==> config.mk <==
export PLATFORM = sky130hd
export DESIGN_NAME = ost_top
export DESIGN_NICKNAME = d
export VERILOG_FILES = /design/src/hw/ost_pkg.sv /design/src/hw/ost_counter.sv /design/src/hw/ost_top.sv
export VERILOG_INCLUDE_DIRS = /design/src /design/src/hw
export SDC_FILE = /design/constraint.sdc
export NUM_CORES = 1
export LEC_CHECK = 0
export ABC_AREA = 1
export BUFFER_PORTS_ARGS = -buffer_cell sky130_fd_sc_hd__buf_4
export CORE_AREA = 2 2 98 100
export CTS_BUF_LIST = sky130_fd_sc_hd__clkbuf_4 sky130_fd_sc_hd__clkbuf_8 sky130_fd_sc_hd__clkbuf_16
export DETAILED_ROUTE_END_ITERATION = 6
export DIE_AREA = 0 0 100 102
export PLACE_DENSITY = 0.61
export SLEW_MARGIN = 5
export SYNTH_ARGS = -nofsm -noshare
export SYNTH_HDL_FRONTEND = slang
export SYNTH_SLANG_ARGS = --single-unit
==> constraint.sdc <==
create_clock -name clk -period 8.8 [get_ports clk]
set_input_delay 0.88 -clock clk [delete_from_list [all_inputs] [get_ports clk]]
set_output_delay 0.88 -clock clk [all_outputs]
set_load 0.005 [all_outputs]
==> src/hw/ost_cfg.svh <==
// Offsets, field positions, reset values and counts of the
// oscillation settling timer. Assumes an 8-bit register port.
`ifndef OST_CFG_SVH
`define OST_CFG_SVH

// Register byte addresses
`define OST_ADDR_RC_MODE 16'hffa0
`define OST_ADDR_MAIN_CTRL 16'hffa2
`define OST_ADDR_STATUS 16'hffa3
`define OST_ADDR_SELECT 16'hffa4
`define OST_ADDR_IRQ_STAT 16'hffa5
`define OST_ADDR_IRQ_MASK 16'hffa6

// Reset values
`define OST_SELECT_RST 3'h5
`define OST_MAIN_HALT_RST 1'h1
`define OST_STATUS_RST 5'h00

// Field positions and widths
`define OST_MAIN_HALT_BIT 7
`define OST_RC_READY_BIT 7
`define OST_SLOW_HALT_BIT 1
`define OST_FAST_HALT_BIT 0
`define OST_SEL_W 3
`define OST_STATUS_W 5
`define OST_IRQ_W 2
`define OST_IRQ_DONE_BIT 0
`define OST_IRQ_BADSEL_BIT 1

// Settling limits in main crystal cycles
`define OST_CNT_W 17
`define OST_LIM_2P11 17'h00800
`define OST_LIM_2P13 17'h02000
`define OST_LIM_2P14 17'h04000
`define OST_LIM_2P15 17'h08000
`define OST_LIM_2P16 17'h10000

// Nominal internal oscillator rates, kHz (for reference only)
`define OST_FAST_RC_KHZ 8000
`define OST_SLOW_RC_KHZ 240

`endif

==> src/hw/ost_pkg.sv <==
// Types of the oscillation settling timer.
// Assumes ost_cfg.svh is on the include path.
`include "ost_cfg.svh"

package ost_pkg;

  typedef enum logic [2:0]
  {
    OST_SEL_2P11 = 3'b001,
    OST_SEL_2P13 = 3'b010,
    OST_SEL_2P14 = 3'b011,
    OST_SEL_2P15 = 3'b100,
    OST_SEL_2P16 = 3'b101
  } ost_sel_type;

  typedef enum logic [1:0]
  {
    OST_HOLD_IDLE = 2'b00,
    OST_HOLD_WAIT = 2'b01
  } ost_hold_type;

endpackage

==> src/hw/ost_counter.sv <==
// Saturating counter of main crystal cycles.
// Assumes tick is a one-cycle pulse per crystal rising edge.
`include "ost_cfg.svh"

module ost_counter
  import ost_pkg::*;
(
  input wire logic clk, // System clock
  input wire logic rst, // Synchronous reset
  input wire logic ce, // Clock enable
  input wire logic clear, // Restart from zero
  input wire logic tick, // One crystal edge seen
  input wire logic [`OST_CNT_W-1:0] limit, // Saturation point
  output logic [`OST_CNT_W-1:0] count_q, // Elapsed cycles
  output logic done_q // Count sits at the limit
);

  logic [`OST_CNT_W-1:0] count_d;
  wire logic below_limit;

  assign below_limit = count_q < limit;

  always_comb
  begin
    count_d = count_q;
    if (clear)
    begin
      count_d = '0;
    end
    else if (tick && below_limit)
    begin
      count_d = count_q + `OST_CNT_W'(1);
    end
  end

  always_ff @(posedge clk)
  begin
    if (rst)
    begin
      count_q <= '0;
      done_q <= 1'b0;
    end
    else if (ce)
    begin
      count_q <= count_d;
      done_q <= (count_d >= limit);
    end
  end

endmodule

==> src/hw/ost_top.sv <==
// Main crystal oscillation settling timer with its control registers.
// Assumes a byte register port on clk and a free-running crystal pin.
// Function
// - Status clears on reset, STOP, halt write
// - Status bits set in order, stay set
// - Status readable; bits 7..5 read zero
// - Counting stops at the selected wait
// - Only real crystal edges are counted
// - Hold CPU on crystal after STOP until wait elapses
// - Select codes map to 2^11..2^16 cycles
// - Select resets to 05H, upper bits zero
// - Fast RC runs after reset unless halted
// - Slow RC feeds watchdog and timer only
// - Option byte permits slow RC halt
// - Slow RC runs after reset, clocks watchdog
// - Main halt bit 7 stops crystal
// - Mode bits 1 and 0 halt RC oscillators
//
// The address-and-strobe port is this design's own decision.
`include "ost_cfg.svh"

module ost_top
  import ost_pkg::*;
(
  input wire logic clk, // System clock, 200 MHz
  input wire logic rst, // Synchronous reset, any source
  input wire logic ce, // Clock enable, freezes all state
  input wire logic [15:0] addr, // Register address
  input wire logic [7:0] wdata, // Write data
  input wire logic wr, // Write strobe
  input wire logic rd, // Read strobe
  output logic [7:0] rdata_q, // Read data, cycle after rd
  input wire logic main_crystal, // Main crystal clock pin
  input wire logic stop_exec, // STOP instruction executed
  input wire logic stop_release, // STOP mode released
  input wire logic cpu_on_main, // CPU runs from crystal
  input wire logic opt_slow_stoppable, // Option: slow RC may stop
  input wire logic opt_wdt_enable, // Option: watchdog on
  output logic cpu_hold_q, // Hold CPU while settling
  output logic main_osc_en_q, // Crystal oscillator enable
  output logic fast_rc_en_q, // Fast RC enable
  output logic slow_rc_en_q, // Slow RC enable
  output logic wdt_slow_clk_en_q, // Slow clock to watchdog
  output logic tmr_slow_clk_en_q, // Slow clock to 8-bit timer
  output logic irq_q // Interrupt, level
);

  // Crystal pin synchroniser and edge detector
  logic xtal_s1_q;
  logic xtal_s2_q;
  logic xtal_s3_q;

  // Registers
  logic [`OST_SEL_W-1:0] sel_q;
  logic main_halt_q;
  logic slow_halt_q;
  logic fast_halt_q;
  logic [`OST_STATUS_W-1:0] status_q;
  logic [`OST_STATUS_W-1:0] status_d;
  logic [`OST_IRQ_W-1:0] irq_stat_q;
  logic [`OST_IRQ_W-1:0] irq_stat_d;
  logic [`OST_IRQ_W-1:0] irq_mask_q;
  logic done_prev_q;
  ost_hold_type hold_q;
  ost_hold_type hold_d;

  logic [`OST_CNT_W-1:0] count_q;
  logic done_q;
  logic [7:0] rdata_d;

  function automatic logic [`OST_CNT_W-1:0] sel_limit
    (input logic [`OST_SEL_W-1:0] sel);
    case (sel)
      OST_SEL_2P11: sel_limit = `OST_LIM_2P11;
      OST_SEL_2P13: sel_limit = `OST_LIM_2P13;
      OST_SEL_2P14: sel_limit = `OST_LIM_2P14;
      OST_SEL_2P15: sel_limit = `OST_LIM_2P15;
      default: sel_limit = `OST_LIM_2P16;
    endcase
  endfunction

  function automatic logic sel_legal(input logic [`OST_SEL_W-1:0] sel);
    case (sel)
      OST_SEL_2P11, OST_SEL_2P13, OST_SEL_2P14,
      OST_SEL_2P15, OST_SEL_2P16: sel_legal = 1'b1;
      default: sel_legal = 1'b0;
    endcase
  endfunction

  // Address decode
  wire logic hit_rc = addr == `OST_ADDR_RC_MODE;
  wire logic hit_main = addr == `OST_ADDR_MAIN_CTRL;
  wire logic hit_status = addr == `OST_ADDR_STATUS;
  wire logic hit_sel = addr == `OST_ADDR_SELECT;
  wire logic hit_istat = addr == `OST_ADDR_IRQ_STAT;
  wire logic hit_imask = addr == `OST_ADDR_IRQ_MASK;
  wire logic wr_rc = wr && hit_rc;
  wire logic wr_main = wr && hit_main;
  wire logic wr_sel = wr && hit_sel;
  wire logic wr_istat = wr && hit_istat;
  wire logic wr_imask = wr && hit_imask;

  // Clearing events; reset is handled in the flops themselves
  wire logic halt_write = wr_main && wdata[`OST_MAIN_HALT_BIT];
  wire logic clear_evt = stop_exec || halt_write;

  // Count only synchronised crystal edges while the oscillator is on;
  // the start-up gap before the first edge adds nothing.
  wire logic xtal_tick = xtal_s2_q && !xtal_s3_q && !main_halt_q;

  wire logic [`OST_CNT_W-1:0] limit = sel_limit(sel_q);

  ost_counter u_counter (
    .clk(clk),
    .rst(rst),
    .ce(ce),
    .clear(clear_evt),
    .tick(xtal_tick),
    .limit(limit),
    .count_q(count_q),
    .done_q(done_q)
  );

  // Thermometer status from the saturated count
  wire logic [`OST_STATUS_W-1:0] reached =
  {
    count_q >= `OST_LIM_2P11,
    count_q >= `OST_LIM_2P13,
    count_q >= `OST_LIM_2P14,
    count_q >= `OST_LIM_2P15,
    count_q >= `OST_LIM_2P16
  };

  assign status_d = clear_evt ? `OST_STATUS_RST : (status_q | reached);

  // Sticky events: settle done, prohibited select written
  wire logic done_rise = done_q && !done_prev_q;
  wire logic badsel_wr = wr_sel && !sel_legal(wdata[`OST_SEL_W-1:0]);
  wire logic [`OST_IRQ_W-1:0] irq_set = {badsel_wr, done_rise};
  wire logic [`OST_IRQ_W-1:0] irq_clr =
    wr_istat ? wdata[`OST_IRQ_W-1:0] : '0;

  // Set wins over a simultaneous write-one-to-clear
  assign irq_stat_d = (irq_stat_q & ~irq_clr) | irq_set;

  // CPU hold after STOP release, only when running from the crystal
  always_comb
  begin
    case (hold_q)
      OST_HOLD_IDLE:
      begin
        if (stop_release && cpu_on_main && !done_q)
          hold_d = OST_HOLD_WAIT;
        else
          hold_d = OST_HOLD_IDLE;
      end
      OST_HOLD_WAIT:
      begin
        if (done_q)
          hold_d = OST_HOLD_IDLE;
        else
          hold_d = OST_HOLD_WAIT;
      end
      default: hold_d = OST_HOLD_IDLE;
    endcase
  end

  // Read mux; unmapped addresses read zero
  always_comb
  begin
    rdata_d = 8'h00;
    if (hit_rc)
    begin
      rdata_d[`OST_RC_READY_BIT] = !fast_halt_q;
      rdata_d[`OST_SLOW_HALT_BIT] = slow_halt_q;
      rdata_d[`OST_FAST_HALT_BIT] = fast_halt_q;
    end
    else if (hit_main)
      rdata_d[`OST_MAIN_HALT_BIT] = main_halt_q;
    else if (hit_status)
      rdata_d[`OST_STATUS_W-1:0] = status_q;
    else if (hit_sel)
      rdata_d[`OST_SEL_W-1:0] = sel_q;
    else if (hit_istat)
      rdata_d[`OST_IRQ_W-1:0] = irq_stat_q;
    else if (hit_imask)
      rdata_d[`OST_IRQ_W-1:0] = irq_mask_q;
  end

  // Only the second and third stages feed the edge detector
  always_ff @(posedge clk)
  begin
    if (rst)
    begin
      xtal_s1_q <= 1'b0;
      xtal_s2_q <= 1'b0;
      xtal_s3_q <= 1'b0;
    end
    else if (ce)
    begin
      xtal_s1_q <= main_crystal;
      xtal_s2_q <= xtal_s1_q;
      xtal_s3_q <= xtal_s2_q;
    end
  end

  always_ff @(posedge clk)
  begin
    if (rst)
    begin
      sel_q <= `OST_SELECT_RST;
      main_halt_q <= `OST_MAIN_HALT_RST;
      slow_halt_q <= 1'b0;
      fast_halt_q <= 1'b0;
      irq_mask_q <= '0;
    end
    else if (ce)
    begin
      if (wr_sel)
        sel_q <= wdata[`OST_SEL_W-1:0];
      if (wr_main)
        main_halt_q <= wdata[`OST_MAIN_HALT_BIT];
      if (wr_rc)
      begin
        slow_halt_q <= wdata[`OST_SLOW_HALT_BIT];
        fast_halt_q <= wdata[`OST_FAST_HALT_BIT];
      end
      if (wr_imask)
        irq_mask_q <= wdata[`OST_IRQ_W-1:0];
    end
  end

  always_ff @(posedge clk)
  begin
    if (rst)
    begin
      status_q <= `OST_STATUS_RST;
      irq_stat_q <= '0;
      done_prev_q <= 1'b0;
      hold_q <= OST_HOLD_IDLE;
      cpu_hold_q <= 1'b0;
      rdata_q <= 8'h00;
    end
    else if (ce)
    begin
      status_q <= status_d;
      irq_stat_q <= irq_stat_d;
      done_prev_q <= done_q;
      hold_q <= hold_d;
      cpu_hold_q <= hold_d == OST_HOLD_WAIT;
      rdata_q <= rd ? rdata_d : 8'h00;
    end
  end

  // Oscillator enables; the slow clock has no path to the CPU at all
  wire logic slow_run = !(slow_halt_q && opt_slow_stoppable);

  always_ff @(posedge clk)
  begin
    if (rst)
    begin
      main_osc_en_q <= 1'b0;
      fast_rc_en_q <= 1'b1;
      slow_rc_en_q <= 1'b1;
      wdt_slow_clk_en_q <= 1'b0;
      tmr_slow_clk_en_q <= 1'b0;
      irq_q <= 1'b0;
    end
    else if (ce)
    begin
      main_osc_en_q <= !main_halt_q;
      fast_rc_en_q <= !fast_halt_q;
      slow_rc_en_q <= slow_run;
      wdt_slow_clk_en_q <= slow_run && opt_wdt_enable;
      tmr_slow_clk_en_q <= slow_run;
      irq_q <= |(irq_stat_d & irq_mask_q);
    end
  end

  // Checks
  status_clr_a: assert property (@(posedge clk) disable iff (rst)
    ce && clear_evt |=> status_q == `OST_STATUS_RST)
    else $error("status not cleared");

  status_therm_a: assert property (@(posedge clk) disable iff (rst)
    status_q inside {5'h00, 5'h10, 5'h18, 5'h1c, 5'h1e, 5'h1f})
    else $error("status not thermometer coded");

  status_keep_a: assert property (@(posedge clk) disable iff (rst)
    ce && !clear_evt |=> (status_q & $past(status_q)) == $past(status_q))
    else $error("status bit dropped");

  status_read_a: assert property (@(posedge clk) disable iff (rst)
    ce && rd && hit_status |=> rdata_q == {3'b000, $past(status_q)})
    else $error("status read wrong");

  limit_cap_a: assert property (@(posedge clk) disable iff (rst)
    count_q <= limit || $past(wr_sel))
    else $error("count passed the selected limit");

  edge_only_a: assert property (@(posedge clk) disable iff (rst)
    ce && !xtal_tick && !clear_evt |=> count_q == $past(count_q))
    else $error("count moved without a crystal edge");

  hold_end_a: assert property (@(posedge clk) disable iff (rst)
    ce && cpu_hold_q && done_q |=> !cpu_hold_q)
    else $error("hold kept after wait elapsed");

  hold_start_a: assert property (@(posedge clk) disable iff (rst)
    ce && stop_release && cpu_on_main && !done_q && !clear_evt
    |=> cpu_hold_q)
    else $error("hold not raised on release");

  sel_decode_a: assert property (@(posedge clk) disable iff (rst)
    sel_q == 3'b001 |-> limit == 17'h00800)
    else $error("select decode wrong");

  sel_reset_a: assert property (@(posedge clk)
    $past(rst) |-> sel_q == 3'h5)
    else $error("select reset value wrong");

  slow_keep_a: assert property (@(posedge clk) disable iff (rst)
    ce && !opt_slow_stoppable |=> slow_rc_en_q)
    else $error("slow RC stopped while not permitted");

  // The enable flop lags the halt bit by one more enabled cycle
  main_halt_a: assert property (@(posedge clk) disable iff (rst)
    ce && halt_write ##1 ce |=> !main_osc_en_q)
    else $error("crystal not stopped by halt bit");

  settle_done_c: cover property (@(posedge clk) disable iff (rst)
    done_rise);

  hold_release_c: cover property (@(posedge clk) disable iff (rst)
    cpu_hold_q ##1 !cpu_hold_q);

  irq_fire_c: cover property (@(posedge clk) disable iff (rst)
    !irq_q ##1 irq_q);

endmodule

# After elaboration in Yosys (flattened, before gate mapping)
# Index checks and enable logic that the tools add are counted.
[totals]
in_bits = 35
out_inout_bits = 15
wordCells = 103
reg_bits = 54
[op_classes]
add_sub_neg = 1
bitwise = 5
reduce_logical = 30
eq_ne = 17
magnitude_cmp = 7
mux = 21
[op_table]
columns = ["cell", "count"]
rows = [
  ["16-bit == test, second input constant", 6],
  ["17-bit one-hot mux with 4 select lines", 1],
  ["17-bit 2-to-1 mux", 2],
  ["17-bit by 1-bit adder with 17-bit output, second input constant", 1],
  ["17-bit by 12-bit >= comparator with 1-bit output, second input constant", 1],
  ["17-bit by 14-bit >= comparator with 1-bit output, second input constant", 1],
  ["17-bit by 15-bit >= comparator with 1-bit output, second input constant", 1],
  ["17-bit by 16-bit >= comparator with 1-bit output, second input constant", 1],
  ["17-bit >= comparator", 1],
  ["17-bit >= comparator, second input constant", 1],
  ["17-bit less-than comparator", 1],
  ["1-bit logical AND", 15],
  ["3-bit by 2-bit == test with 1-bit output, second input constant", 4],
  ["2-bit 2-to-1 mux", 6],
  ["5-bit 2-to-1 mux", 2],
  ["3-bit == test, second input constant", 3],
  ["8-bit 2-to-1 mux", 1],
  ["2-bit AND reduction", 4],
  ["1-bit logical NOT", 7],
  ["3-bit by 1-bit == test with 1-bit output, second input constant", 2],
  ["1-bit 2-to-1 mux", 6],
  ["3-bit 2-to-1 mux", 2],
  ["5-bit OR", 1],
  ["5-bit OR reduction", 1],
  ["8 further kinds", 10],
]

# Logic depth before layout (Yosys ltp)
[depth]
ltp_word = 8
mapped_depth = 24
mapped_depth_nobuf = 23

# Cells and area by module
# From an unflattened synthesis, not the netlist that was laid out.
[hier_totals]
hier_cells = 606
hier_area_um2 = 3860.0
[modules_own_cells]
columns = ["mod", "n_inst", "seq_area_each_um2", "area_each_um2", "cells_per_inst"]
rows = [
  ["ost_counter", 1, 360.3, 2225.9, 360],
  ["ost_top", 1, 640.6, 1634.1, 246],
]

# Least setup slack after synthesis
# Ideal clock, no wire load.
[synth_path]
path_type = "reg2reg"
start = "register sel_q[0]"
end = "register u_counter.done_q"
period_less_slack_ns = 2.904
arrival_ns = 2.837
n_path_buf = 1
path_stages_with_launch = 23
slack_ns = 5.896
cell_sequence = "dfxtp_1 > inv_1 > nand3_1 > nand4_1 > ha_1 > nand2_1 > inv_1 > nand2_1 > nand3_2 > nor2_4 > buf_6 > nand4_1 > nor2_1 > a21oi_1 > o21ai_0 > inv_1 > ha_1 > nand4_1 > nor2_1 > nand3_1 > nor2_1 > nand3_1 > a21oi_2"
[synth_via]
elab_chain_cells = 7
[synth_rtl]
columns = ["item", "line", "rtl"]
rows = [
  ["from (decl)", "ost_top.sv:54", "logic [`OST_SEL_W-1:0] sel_q;"],
  ["from (signal assigned)", "ost_top.sv:211", "sel_q <= `OST_SELECT_RST;"],
  ["from (signal assigned)", "ost_top.sv:220", "sel_q <= wdata[`OST_SEL_W-1:0];"],
  ["3-bit == test, or another cell as far along", "ost_top.sv:73", "case (sel)"],
  ["17-bit one-hot mux with 4 select lines *", "ost_top.sv:73", ""],
  ["17-bit less-than comparator *", "ost_counter.sv:21", "assign below_limit = count_q < limit;"],
  ["1-bit logical AND *", "ost_counter.sv:30", "else if (tick && below_limit)"],
  ["17-bit 2-to-1 mux *", "ost_counter.sv:30", ""],
  ["17-bit 2-to-1 mux *", "ost_counter.sv:26", "if (clear)"],
  ["named net u_counter.count_d[16]", "ost_counter.sv:18", "logic [`OST_CNT_W-1:0] count_d;"],
  ["17-bit >= comparator *", "ost_counter.sv:46", "done_q <= (count_d >= limit);"],
  ["to (signal assigned)", "ost_counter.sv:46", ""],
  ["to (decl)", "ost_counter.sv:15", "output logic done_q"],
]
# The timed path passes the listed nets; every way through them passes the cells marked *.
# A chain may end at the register's enable or synchronous reset.

# Worst setup path after layout
# Ends and elaborated chain as after synthesis.

==> results.txt <==
- Of all nets on the critical path, the largest fanout is 16.
- The initial antenna violation count came to 0.
- In this run the clock root is driven by a clkbuf_8.
- The initialized floorplan defines 35 standard-cell rows.
- Gates resized during post-CTS repair numbered 0.
- CP max-delay cell: dfxtp_1
* Vias post-DR: 3,084
* Detailed Route Iter0 Violations: 156
* Min Tclk post-route: 3.54 ns
- Pre-CTS WS: 5.27 ns
- Detailed-placement wirelength estimate: 5780 µm
* Clock-pin slew reported for the worst setup and hold paths after clock tree synthesis: 0.10 ns
- Kind of start point of the critical path: flip-flop
- For this run, asynchronously set or reset flops after synthesis account for 0%.
- The multi-input combinational cells in the finished layout cover a total of 1810 µm².
- Area growth, synth to finish: 14.8%
- CP Cell Sequence: inv_1 -> nand3_1 -> nand4_1 -> ha_1 -> nand2_1 -> inv_1 -> nand2_1 -> nand3_2 -> nor2_4 -> nand4_1 -> nor2_1 -> a21oi_1 -> o21ai_0 -> inv_1 -> ha_1 -> nand4_1 -> nor2_1 -> nand3_1 -> nor2_1 -> nand3_1 -> a21oi_2
- Antenna Cells: 0
* Port buffer count: 43
- The synthesized design contains 0 enable-type register cells.
- Vert. Die Dim: 102 µm
- Fin util: 39.6%
- Hold depth: 2
* Global placement routability congestion: 0.859
- The count of nets left with antenna violations once routing finished came out at 0.
* Post-route setup TNS: 0 ns
- Number of buffers inserted by hold repair at cts: 0
- Measured against its own limit, the worst slew margin works out to 35.9%.
- Once the floorplan was initialized, standard cells occupied 34.5% of the core.
* Run status: completed
- Dominant combinational cell family by area after synthesis: simple AND/OR/NAND/NOR gates
- Entering global routing, the biggest net connects 52 pins.
* Simple logic cell fraction of the synthesized area: 33.6%
- The synthesized design devotes to its leading area cell type 31.9% of total area.
* Total global routing overflow: 0
* Share of synthesized area spent on multiplexers: 0%
- The tool flagged a number of max-cap violations equal to 0.
- Summed area of non-filler cells in the final layout: 3600 µm²
- All-layer global routing usage: 15.8%
* H-tree depth: 2
- Yosys warning count: 0
- Counting distinct cell types in the post-synthesis netlist gives 36.
* Share of the synthesized area in compound gates (AO/OA/AOI/OAI): 17.1%
- For this run, design rule violations remaining after detail routing come to 0.
* Period utilization: 40.2%
* Total stage count of the critical path: 21
- Static timing analysis puts the maximum clock frequency at 0.283 GHz.
- After floorplanning, the core was sized to cover 9110 µm².
- Average via count per standard cell: 4.91
* Global-route wire length before repair: 13,100 µm
- FF-to-FF path depth: 21
- Number of endpoints with negative hold slack in the final report: 0
- Clock buffer depth: 2
* Cell area after placement: 3510 µm²
- Counting every sink on the clock net gives 50.
- Clock skew on the completed layout was measured at 0.0101 ns.
* Post-synthesis cell count: 481
- Total setup buffers inserted after CTS: 0
* Slew at the pin with the worst max-slew slack: 0.960 ns
- CP Capture Type: flip-flop
* Floorplan die area: 10,200 µm²
* CTS tree: done
- The final count of pins violating max slew was 0.
- VDD sags by at most 0.0765 mV.
- During I/O placement, the number of pins put on the boundary was 50.
- Area occupied by registers: 1000 µm²
* Adder and majority gate portion of the synthesized area: 4.38%
- For this run, the leading register cell type out of synthesis is dfxtp_1.
* Netlist area before placement: 3140 µm²
- Xor/xnor cell area share of the yosys netlist: 2.23%
- By area the synthesized netlist is led by dfxtp_1, nand2_1, o21ai_0.
- Worst hold path class: flip-flop to flip-flop
- In this run the static leakage power is 1.66 nW.
* Wire length per cell after detailed routing: 12.4 µm
- The pre-antenna-repair detailed-routing pass consisted of 4 iterations.
* Delay of the slowest critical-path stage: 0.40 ns
- The worst setup path is of the flip-flop to flip-flop kind.
* #FFs+latches synth: 50
- Total setup violations reported at the end of the flow: 0
* Power per cell area: 127 nW/µm²
- Via count of the first global-routing pass: 2,964
- The clock reaches the later pin of the worst-skew pair after 0.32 ns.
- In the final design database the tool counted 562 nets.
- Setup repair after global routing missed its margin: false
* Number of buffer and inverter instances along the worst setup path: 3
- Measured along the x axis, the die boundary spans 100 µm.
- The cell family contributing the most delay on the critical path is simple AND/OR/NAND/NOR gates.
* Most numerous cell in the Yosys netlist: nand2_1
* Total clock buffers created by CTS: 5
- Leading area contributor after synthesis: dfxtp_1
- Data arrives at the worst endpoint at 3.79 ns.
- Averaged over all synthesized cells, the footprint is 6.53 µm².
* Worst path setup slack after routing: 5.26 ns
- Summed over all layers, the routed wires come to 7810 µm.
* Proportion of layout cells with a drive suffix above 1: 15.7%
- Required time of the worst setup path: 9.05 ns
* Sequential share of the synthesized area: 31.9%
- Synth cell count leaders: nand2_1, inv_1, dfxtp_1, nor2_1, o21ai_0
- After filler insertion, the fill cell instance count of the layout stands at 999.
-- report_power, final --
part,switching [mW],leakage (nW),internal [mW],total (mW)
sequential,0.00916,0.409,0.235,0.245
clock,0.0906,0.0506,0.0597,0.150
combinational,0.0375,1.20,0.0261,0.0636
-- registers in the layout, summed over array words and instances, names as in the netlist --
signal,flops
u_counter.count_q,17
xtal_s1_q,1
xtal_s2_q,1
fast_rc_en_q,1
irq_q,1
irq_mask_q,2
cpu_hold_q,1
rdata_q,6
u_counter.done_q,1
irq_stat_q,2
xtal_s3_q,1
status_q,5
fast_halt_q,1
tmr_slow_clk_en_q,1
main_osc_en_q,1
main_halt_q,1
slow_halt_q,1
slow_rc_en_q,1
done_prev_q,1
wdt_slow_clk_en_q,1
sel_q,3
-- layout by cell type (no fill, tap or decap), types with 6 or more instances in the layout --
cell type    n
a21oi_1     43
xor2_1       6
dfxtp_1     50
o21ai_0     44
inv_1       56
inv_2        7
nand2_1    122
nor2_1      46
ha_1        11
nand3_1     27
nand4_1     11
buf_4       43
-- area by class of cell --
class	instances	share of cell area (%)
Sequential cell	50	27.8
Clock buffer	5	1.91
Clock inverter	3	0.798
Timing Repair Buffer	43	8.96
Tap cell	111	3.85
Inverter	63	6.56
Multi-Input combinational cell	353	50.2
-- metrics by stage --
stage,power (mW),std cells,hold slack (ns)
6_report,0.459,628,0.453
5_1_grt,0.482,628,0.489
4_1_cts,0.464,628,0.455
3_5_place_dp,0.314,620,0.439
3_3_place_gp,0.312,620,0.436
2_1_floorplan,0.289,482,0.429
-- final timing paths --
path,start,end,slack (ns)
worst max-delay path,sel_q[0],u_counter.done_q,5.26
worst min-delay path,cpu_hold_q,cpu_hold_q,0.45
worst max register to register,sel_q[0],u_counter.done_q,5.26
worst min register to register,cpu_hold_q,cpu_hold_q,0.45
-- layer usage --
metal  global-route usage [%]  vias up  routed length [µm]  part of all wire [%]
met4                     6.11        0                 157                   2.0
met1                     19.3     1388                3630                    46
li1                         -     1628                   -                     -
met3                     2.39       14                 260                   3.3
met2                     28.0       54                3760                    48
met5                        0        -                   0                     0
-- cell families after synthesis --
family / Yosys count
fa+ha+maj: 11
simple gates: 231
buf+inv: 79
xor+xnor: 8
compound gates: 101
flops: 50
other cells: 1
-- tightest hold or removal path, delay by kind of cell (launching register included) --
kind                   cells  cell delay (ns)
AO/OA/AOI/OAI              1             0.05
flip-flops                 1             0.32
buffers and inverters      1             0.05
Power figures use the tool's default switching activity.
